$ cat config.mk
export PLATFORM = sky130hd
export DESIGN_NAME = exec_core
export DESIGN_NICKNAME = d
export VERILOG_FILES = /design/src/rtl/exec_pkg.sv /design/src/rtl/exec_core.sv
export VERILOG_INCLUDE_DIRS = /design/src /design/src/rtl
export SDC_FILE = /design/constraint.sdc
export NUM_CORES = 1
export LEC_CHECK = 0
export BUFFER_PORTS_ARGS = -buffer_cell sky130_fd_sc_hd__buf_4
export CAP_MARGIN = 20
export CORE_MARGIN = 1
export CORE_UTILIZATION = 30
export DETAILED_ROUTE_END_ITERATION = 10
export GPL_ROUTABILITY_DRIVEN = 0
export PLACE_DENSITY = 0.52
export SLEW_MARGIN = 20
export SYNTH_ARGS = -nofsm -noshare
export SYNTH_HDL_FRONTEND = slang
export SYNTH_SLANG_ARGS = --single-unit
$ cat constraint.sdc
create_clock -name core_clk -period 10.22 [get_ports core_clk]
set_clock_uncertainty 0.1 [all_clocks]
set_input_delay 0.511 -clock core_clk [delete_from_list [all_inputs] [get_ports core_clk]]
set_output_delay 0.511 -clock core_clk [all_outputs]
set_load 0.005 [all_outputs]
$ cat src/rtl/exec_defs.svh
// Operation
// - set-bits ORs mask, one cycle, flags
// - clear-bits ANDs complement mask, one cycle
// - test ANDs register with itself, flags only
// - multiplies write R1:R0, two cycles, Z C
// - fractional multiplies shift product left once
// - pointer jump loads PC from Z, two cycles
// - extended jump loads PC from ext:Z
// - relative call PC+k+1, four cycles
// - pointer call loads PC from Z, four cycles
// - direct call absolute, five cycles, no flags
// - compare-skip on equal, PC+2 or 3
// - compares subtract without storing, set flags
// - register bit skips on clear or set
// - io bit skips on clear or set
// - generic flag branches, one or two cycles
// - equal tests Z, carry branches test C
// - same-or-higher taken when C clear
// - signed ge when N^V zero, lt one
// - half-carry branches test H
// - T branches test transfer bit
// - overflow-set branch tests V
//
// Purpose: constants for the execute block
// Assumes: included by the core, the checker and the bench
// Notes: status bit positions follow the usual I T H S V N Z C order
`ifndef EXEC_DEFS_SVH
`define EXEC_DEFS_SVH
`define FLAG_C 0
`define FLAG_Z 1
`define FLAG_N 2
`define FLAG_V 3
`define FLAG_S 4
`define FLAG_H 5
`define FLAG_T 6
`define FLAG_I 7
`define PC_W 22
`define CYC_MUL 3'h2
`define CYC_JMP_PTR 3'h2
`define CYC_CALL_REL 3'h4
`define CYC_CALL_PTR 3'h4
`define CYC_CALL_ABS 3'h5
`define CYC_RET 3'h5
`define CYC_BR_TAKEN 3'h2
`define CYC_ONE 3'h1
`endif

$ cat src/rtl/exec_pkg.sv
// Purpose: types for the execute block
// Assumes: exec_defs.svh present
// Notes: opcode set limited to this block
package exec_pkg;
   typedef enum {
      nop_op, negate_op, set_bits_op, clear_bits_op, inc_op, dec_op,
      test_op, clear_reg_op, set_all_ones_op, mult_unsigned_op,
      mult_signed_op, mult_mixed_op, frac_mult_unsigned_op,
      frac_mult_signed_op, frac_mult_mixed_op, rel_jump_op, ptr_jump_op,
      ext_ptr_jump_op, abs_jump_op, rel_call_op, ptr_call_op,
      abs_call_op, sub_return_op, int_return_op, cmp_skip_eq_op,
      compare_op, compare_carry_op, compare_imm_op, skip_reg_bit_clr_op,
      skip_reg_bit_set_op, skip_io_bit_clr_op, skip_io_bit_set_op,
      branch_flag_set_op, branch_flag_clr_op, branch_equal_op,
      branch_not_equal_op, branch_carry_set_op, branch_carry_clr_op,
      branch_same_higher_op, branch_ge_signed_op, branch_lt_signed_op,
      branch_halfcarry_set_op, branch_halfcarry_clr_op,
      branch_tbit_set_op, branch_tbit_clr_op, branch_overflow_set_op
   } exec_op_t;
   typedef struct packed {
      logic [7:0] rd;
      logic [7:0] rr;
      logic [7:0] imm;
      logic [2:0] bitsel;
      logic [11:0] offset;
      logic [21:0] target;
      logic [15:0] zptr;
      logic [7:0] ext_ind;
      logic [21:0] stack_pc;
      logic [7:0] io_val;
      logic next_two_word;
   } exec_operands_t;
   typedef struct packed {
      logic rd_we;
      logic [7:0] rd_val;
      logic prod_we;
      logic [15:0] prod;
   } exec_write_t;
endpackage

$ cat src/rtl/exec_core.sv
// Purpose: executes ALU, multiply, jump, skip and branch instructions
// Assumes: one instruction accepted when start is high and busy is low
// Notes: pc advance of an instruction is one word unless it jumps or skips
`include "exec_defs.svh"
module exec_core
   import exec_pkg::*;
#(
   parameter int PC_WIDTH = `PC_W
)
(
   input wire logic core_clk,
   input wire logic resetn,
   input wire logic start,
   input exec_op_t op,
   input exec_operands_t opnd,
   input wire logic [21:0] pc_in,
   output logic busy,
   output logic done,
   output exec_write_t wr,
   output logic [21:0] pc_out,
   output logic [7:0] status_flags_reg,
   output logic [2:0] cycles_used
);
   initial
   begin
      if (PC_WIDTH < 16 || PC_WIDTH > 22)
         $error("PC_WIDTH out of range");
   end

   typedef enum {idle_st, wait_st} st_t;
   st_t st_q;
   logic [2:0] cnt_q;
   logic [2:0] len;
   logic [21:0] pc_new;
   logic [7:0] flags_new;
   exec_write_t wr_new;
   logic [7:0] res;
   logic [15:0] p;
   logic cond;
   logic skip;
   logic [7:0] f;

   ////////////////////////////////////////////////////////////////////
   function automatic logic [21:0] rel_target(input logic [21:0] pc,
                                              input logic [11:0] k);
      logic [21:0] ext;
      ext = {{10{k[11]}}, k};
      rel_target = pc + ext + 22'h000001;
   endfunction

   function automatic logic [7:0] logic_flags(input logic [7:0] fl,
                                              input logic [7:0] r);
      logic [7:0] o;
      o = fl;
      o[`FLAG_Z] = (r == 8'h00);
      o[`FLAG_N] = r[7];
      o[`FLAG_V] = 1'b0;
      o[`FLAG_S] = r[7];
      logic_flags = o;
   endfunction

   function automatic logic [7:0] sub_flags(input logic [7:0] fl,
                                            input logic [7:0] a,
                                            input logic [7:0] b,
                                            input logic ci,
                                            input logic keep_z);
      logic [7:0] o;
      logic [7:0] r;
      o = fl;
      r = a - b - {7'h00, ci};
      o[`FLAG_Z] = keep_z ? ((r == 8'h00) & fl[`FLAG_Z]) : (r == 8'h00);
      o[`FLAG_N] = r[7];
      o[`FLAG_V] = (a[7] & ~b[7] & ~r[7]) | (~a[7] & b[7] & r[7]);
      o[`FLAG_C] = (~a[7] & b[7]) | (b[7] & r[7]) | (r[7] & ~a[7]);
      o[`FLAG_H] = (~a[3] & b[3]) | (b[3] & r[3]) | (r[3] & ~a[3]);
      o[`FLAG_S] = o[`FLAG_N] ^ o[`FLAG_V];
      sub_flags = o;
   endfunction

   ////////////////////////////////////////////////////////////////////
   always_comb
   begin
      f = status_flags_reg;
      flags_new = f;
      wr_new = '0;
      pc_new = pc_in + 22'h000001;
      len = `CYC_ONE;
      res = 8'h00;
      p = 16'h0000;
      cond = 1'b0;
      skip = 1'b0;
      case (op)
         set_bits_op:
         begin
            res = opnd.rd | opnd.imm;
            wr_new.rd_we = 1'b1;
            wr_new.rd_val = res;
            flags_new = logic_flags(f, res);
         end
         clear_bits_op:
         begin
            res = opnd.rd & ~opnd.imm;
            wr_new.rd_we = 1'b1;
            wr_new.rd_val = res;
            flags_new = logic_flags(f, res);
         end
         test_op:
         begin
            res = opnd.rd & opnd.rd;
            flags_new = logic_flags(f, res);
         end
         clear_reg_op:
         begin
            res = opnd.rd ^ opnd.rd;
            wr_new.rd_we = 1'b1;
            wr_new.rd_val = res;
            flags_new = logic_flags(f, res);
         end
         set_all_ones_op:
         begin
            wr_new.rd_we = 1'b1;
            wr_new.rd_val = 8'hFF;
         end
         negate_op, inc_op, dec_op:
         begin
            if (op == negate_op)
               res = 8'h00 - opnd.rd;
            else if (op == inc_op)
               res = opnd.rd + 8'h01;
            else
               res = opnd.rd - 8'h01;
            wr_new.rd_we = 1'b1;
            wr_new.rd_val = res;
            flags_new = logic_flags(f, res);
            if (op == negate_op)
               flags_new = sub_flags(f, 8'h00, opnd.rd, 1'b0, 1'b0);
            else if (op == inc_op)
               flags_new[`FLAG_V] = (opnd.rd == 8'h7F);
            else
               flags_new[`FLAG_V] = (opnd.rd == 8'h80);
            flags_new[`FLAG_S] = flags_new[`FLAG_N] ^ flags_new[`FLAG_V];
         end
         mult_unsigned_op, frac_mult_unsigned_op:
            p = opnd.rd * opnd.rr;
         mult_signed_op, frac_mult_signed_op:
            p = 16'($signed(opnd.rd) * $signed(opnd.rr));
         mult_mixed_op, frac_mult_mixed_op:
            p = 16'($signed({{8{opnd.rd[7]}}, opnd.rd})
                    * $signed({8'h00, opnd.rr}));
         default:
            p = 16'h0000;
      endcase
      case (op)
         mult_unsigned_op, mult_signed_op, mult_mixed_op:
         begin
            wr_new.prod_we = 1'b1;
            wr_new.prod = p;
            flags_new[`FLAG_C] = p[15];
            flags_new[`FLAG_Z] = (p == 16'h0000);
            len = `CYC_MUL;
         end
         frac_mult_unsigned_op, frac_mult_signed_op, frac_mult_mixed_op:
         begin
            wr_new.prod_we = 1'b1;
            wr_new.prod = {p[14:0], 1'b0};
            flags_new[`FLAG_C] = p[15];
            flags_new[`FLAG_Z] = ({p[14:0], 1'b0} == 16'h0000);
            len = `CYC_MUL;
         end
         rel_jump_op:
         begin
            pc_new = rel_target(pc_in, opnd.offset);
            len = `CYC_JMP_PTR;
         end
         ptr_jump_op:
         begin
            pc_new = {6'h00, opnd.zptr};
            len = `CYC_JMP_PTR;
         end
         ext_ptr_jump_op:
         begin
            pc_new = {opnd.ext_ind[5:0], opnd.zptr};
            len = `CYC_JMP_PTR;
         end
         abs_jump_op:
         begin
            pc_new = opnd.target;
            len = 3'h3;
         end
         rel_call_op:
         begin
            pc_new = rel_target(pc_in, opnd.offset);
            len = `CYC_CALL_REL;
         end
         ptr_call_op:
         begin
            pc_new = {6'h00, opnd.zptr};
            len = `CYC_CALL_PTR;
         end
         abs_call_op:
         begin
            pc_new = opnd.target;
            len = `CYC_CALL_ABS;
         end
         sub_return_op, int_return_op:
         begin
            pc_new = opnd.stack_pc;
            len = `CYC_RET;
            if (op == int_return_op)
               flags_new[`FLAG_I] = 1'b1;
         end
         compare_op:
            flags_new = sub_flags(f, opnd.rd, opnd.rr, 1'b0, 1'b0);
         compare_carry_op:
            flags_new = sub_flags(f, opnd.rd, opnd.rr, f[`FLAG_C],
                                  1'b1);
         compare_imm_op:
            flags_new = sub_flags(f, opnd.rd, opnd.imm, 1'b0, 1'b0);
         cmp_skip_eq_op:
            skip = (opnd.rd == opnd.rr);
         skip_reg_bit_clr_op:
            skip = ~opnd.rr[opnd.bitsel];
         skip_reg_bit_set_op:
            skip = opnd.rr[opnd.bitsel];
         skip_io_bit_clr_op:
            skip = ~opnd.io_val[opnd.bitsel];
         skip_io_bit_set_op:
            skip = opnd.io_val[opnd.bitsel];
         default:
         begin
            case (op)
               branch_flag_set_op: cond = f[opnd.bitsel];
               branch_flag_clr_op: cond = ~f[opnd.bitsel];
               branch_equal_op: cond = f[`FLAG_Z];
               branch_not_equal_op: cond = ~f[`FLAG_Z];
               branch_carry_set_op: cond = f[`FLAG_C];
               branch_carry_clr_op: cond = ~f[`FLAG_C];
               branch_same_higher_op: cond = ~f[`FLAG_C];
               branch_ge_signed_op:
                  cond = ~(f[`FLAG_N] ^ f[`FLAG_V]);
               branch_lt_signed_op:
                  cond = f[`FLAG_N] ^ f[`FLAG_V];
               branch_halfcarry_set_op: cond = f[`FLAG_H];
               branch_halfcarry_clr_op: cond = ~f[`FLAG_H];
               branch_tbit_set_op: cond = f[`FLAG_T];
               branch_tbit_clr_op: cond = ~f[`FLAG_T];
               branch_overflow_set_op: cond = f[`FLAG_V];
               default: cond = 1'b0;
            endcase
            if (cond)
            begin
               pc_new = rel_target(pc_in, opnd.offset);
               len = `CYC_BR_TAKEN;
            end
         end
      endcase
      // skipping a two-word instruction costs one more cycle and word
      if (skip)
      begin
         pc_new = pc_in + (opnd.next_two_word ? 22'h000003 : 22'h000002);
         len = opnd.next_two_word ? 3'h3 : 3'h2;
      end
      if (PC_WIDTH < 22)
         pc_new = pc_new & ((22'h000001 << PC_WIDTH) - 22'h000001);
   end

   ////////////////////////////////////////////////////////////////////
   // results land on the first edge; done marks the last cycle
   always_ff @(posedge core_clk)
   begin
      if (!resetn)
      begin
         st_q <= idle_st;
         cnt_q <= 3'h0;
         busy <= 1'b0;
         done <= 1'b0;
      end
      else
      begin
         case (st_q)
            idle_st:
            begin
               done <= 1'b0;
               if (start)
               begin
                  if (len == `CYC_ONE)
                     done <= 1'b1;
                  else
                  begin
                     busy <= 1'b1;
                     cnt_q <= len - 3'h1;
                     st_q <= wait_st;
                  end
               end
            end
            wait_st:
            begin
               cnt_q <= cnt_q - 3'h1;
               if (cnt_q == 3'h1)
               begin
                  busy <= 1'b0;
                  done <= 1'b1;
                  st_q <= idle_st;
               end
            end
            default:
               st_q <= idle_st;
         endcase
      end
   end

   always_ff @(posedge core_clk)
   begin
      if (!resetn)
      begin
         wr <= '0;
         pc_out <= 22'h000000;
         status_flags_reg <= 8'h00;
         cycles_used <= 3'h0;
      end
      else
      begin
         wr <= '0;
         if (st_q == idle_st && start)
         begin
            wr <= wr_new;
            pc_out <= pc_new;
            status_flags_reg <= flags_new;
            cycles_used <= len;
         end
      end
   end
endmodule

==> impl_metrics.yaml <==
worst_setup_path:
  cp_max_fo: 22
  worst_r2r_path_cells: 13
  critical_path_required_ns: 10.41
  worstReg2RegEnd: "cnt_q[1]"
  timing_worst_setup_path_type: "in2reg"
  worst_setup_path_end_kind: "flop"
  rrSetupSlack_ns: 6.54
  timing.critical_path.from_type: "primary input"
  critical_path.reg2reg.startpoint: "status_flags_reg[3]"
  cp_arrival_ns: 6.87
global_route:
  global_route_wire_length_before_repair_um: 78700
  antenna_violations_before_repair: 2
  total_global_routing_overflow: 0
  global_route.usage.total: 0.219
  grt_start_max_net_pins: 35
  grt_pass1_vias: 13287
sta:
  slew_viol_final: 0
  worst_slew_margin_rel: 0.299
  final-setup-viol-count: 0
  timing.final.crit_period_ns: 6.67
  min_period_over_period: 0.653
  transition_time_at_the_pin_with_the_least_slew_margin_ns: 1.05
  final_hold_viol_count: 0
  setup_tns_ns: 0
  clock.fmax_mhz: 150
  setup_repair_after_global_routing_missed_its_margin: "false"
floorplan:
  floorplan.initialDensity: 0.305
  placement_rows: 78
  die_area_um2: 47200
  core_region_area_um2: 45600
  die_x_um: 217
  floorplan.io_pins: 234
  dieHeight_um: 217
power_and_ir_drop:
  power_frac_seq: 0.122
  combPwrFrac: 0.716
  powerDensity_nw_per_um2: 127
  switching_power_mw: 1.00
  static-leakage-power_nw: 7.55
  power.switching_fraction: 0.478
  p_clk_frac: 0.162
  p_total_mw: 2.09
  vdd_drop_max_v: 0.000107
  internal_power_mw: 1.09
logic_synthesis:
  area_share_of_xor_xnor_cells_in_the_synthesized_design: 0.0687
  post_synth.cell_area_avg_um2: 7.95
  synth-adder-area-share: 0.337
  syn-cell-area_um2: 13900
  ys_async_sr_fraction: 0
  synth-simple-area-share: 0.187
  postSynth.topFlopCell: "dfxtp_1"
  synth.yosys.seq_area_share: 0.0908
  syn_nets: 2219
  synth.lib_cells_used.distinct: 89
  synth_cells: 1748
  edff_count_synth: 0
  combinational_family_with_the_most_area_after_synthesis: "adder cells"
  ys_warn_count: 0
  flops_latches_synth: 63
  synthMuxAreaShare: 0.0219
  synth-compound-area-share: 0.209
clocking:
  cts.repair.resized: 0
  cts_buffers: 9
  hold_buffers: 0
  path_clk_slew_ns: 0.05
  cts.sinks: 63
  clk-insertion-delay-late_ns: 0.38
  clock_tree.root_cell: "clkbuf_16"
  max-clock-path-buffers: 2
  cts.repair_timing.setup_buffer_count: 0
  tritoncts: "done"
  cts_htree_levels: 3
routing:
  vias: 13719
  detailedRoute.firstPassIterationCount: 6
  initialDrtViolationCount: 1145
  drt-wirelength-per-cell_um: 20.7
  antenna_viol_nets_final: 0
  final_routed_wirelength_um: 52600
  detail_route.vias_per_cell: 5.39
  drcViolationCount: 0
flow_run:
  drv_cap: 0
layout:
  n_fill_cell: 4822
  syn_to_final_growth_pct: 18.7
  post_route_cells_drive_above_1_share: 0.150
  multiInputGateArea_um2: 11500
  num_antenna_cells: 0
  regArea_um2: 1260
  finish.net_count: 2410
  largest_register_ff_count: 26
status:
  status: "finished, final reports clean"
min_path:
  hold_class: "in2reg"
  holdPathEnd: "pc_out[2]"
  hp-start: "opnd[11]"
  hold_depth: 3
placement:
  io_buf_count: 230
  detailed_place_hpwl_um: 43500
-- placed cells by master (no fill, tap or decap), drive strengths merged, types with 16 or more instances in the layout --
cell | netlist | layout
nand4 | 24 | 24
a211oi | 32 | 32
buf | 21 | 243
nor2 | 150 | 150
o22ai | 16 | 16
inv | 235 | 235
nand3 | 37 | 37
ha | 170 | 170
fa | 128 | 128
dfxtp | 63 | 63
nor2b | 27 | 27
a21oi | 87 | 87
xor2 | 43 | 43
nand2 | 138 | 138
nand2b | 17 | 17
o21ai | 70 | 70
mux2i | 18 | 18
a21o | 22 | 22
nor3 | 46 | 46
a31oi | 24 | 24
nor4 | 21 | 21
xnor2 | 66 | 66
and2 | 20 | 20
-- per-layer routing --
layer | routed length [um] | GRT usage
met4 | 1080 | 0.0552
met5 | 29 | 0
met1 | 23600 | 0.296
met3 | 3940 | 0.0429
met2 | 24000 | 0.355
-- per-stage QoR --
step,hold slack [ns],util,area (um^2),std cells,worst slack [ns]
after floorplan,0.343,-,13900,1748,4.56
after global placement,0.353,0.355,16200,2528,3.21
after detailed placement,0.360,0.355,16200,2528,3.12
after CTS,0.340,0.362,16500,2543,3.50
after global routing,0.358,0.362,16500,2543,3.03
final,0.358,0.362,16500,2543,3.55
-- worst max path at each step --
stage              start             endpoint
6_report       opnd[115]  status_flags_reg[1]
5_1_grt        opnd[115]  status_flags_reg[1]
2_1_floorplan  opnd[115]  status_flags_reg[1]
3_5_place_dp   opnd[115]  status_flags_reg[1]
4_1_cts        opnd[115]  status_flags_reg[1]
3_3_place_gp   opnd[115]  status_flags_reg[1]
-- worst max-delay path, stage by stage --
cell and delay, ns:
buf_4 0.29, clkinv_1 0.66, nor2_1 0.63, fa_1 0.52
inv_1 0.12, fa_1 0.45, fa_1 0.52, fa_1 0.58
inv_1 0.06, ha_1 0.36, o2111a_1 0.21, nor3_1 0.22
xnor2_1 0.10, a221oi_1 0.46, nand2_1 0.11, a2111oi_0 0.55
o2111ai_1 0.30, a21boi_1 0.20
-- cell type report --
type / count / share of cell area
Inverter: 238 / 0.0542
Sequential cell: 63 / 0.0765
Multi-Input combinational cell: 1384 / 0.695
Clock buffer: 12 / 0.0155
Tap cell: 600 / 0.0455
Clock inverter: 3 / 0.00258
Timing Repair Buffer: 243 / 0.111
-- synth_stat cells, types with 19 or more instances --
| master | n | area, um^2 |
|---|---|---|
| clkbuf_1 | 39 | 146 |
| ha_1 | 170 | 2130 |
| nor2_1 | 150 | 563 |
| nor2b_1 | 27 | 169 |
| o21ai_0 | 66 | 330 |
| dfxtp_1 | 63 | 1260 |
| nand2_1 | 138 | 518 |
| nor3_1 | 42 | 210 |
| fa_1 | 128 | 2560 |
| a31oi_1 | 24 | 150 |
| a211oi_1 | 31 | 233 |
| and2_1 | 20 | 125 |
| a21o_1 | 21 | 158 |
| nand3_1 | 37 | 185 |
| xor2_1 | 43 | 377 |
| nor4_1 | 19 | 119 |
| xnor2_1 | 66 | 578 |
| a21oi_1 | 86 | 430 |
| nand4_1 | 24 | 150 |
| inv_1 | 234 | 878 |
-- cells by family after synthesis --
logic type               Yosys count
XOR/XNOR                         109
AO/OA/AOI/OAI                    418
flip-flops                        63
multiplexers                      24
AND/OR/NAND/NOR                  534
buffers and inverters            301
adder cells (fa/ha/maj)          298
other                              1
-- power groups by stage --
stage	clock [mW]	combinational, mW	sequential (mW)
after global routing	0.357	1.68	0.257
final	0.339	1.50	0.256
after global placement	0	1.47	0.261
after floorplan	0	1.08	0.261
after detailed placement	0	1.49	0.262
after CTS	0.350	1.50	0.256
(Power assumes the default switching activity.)
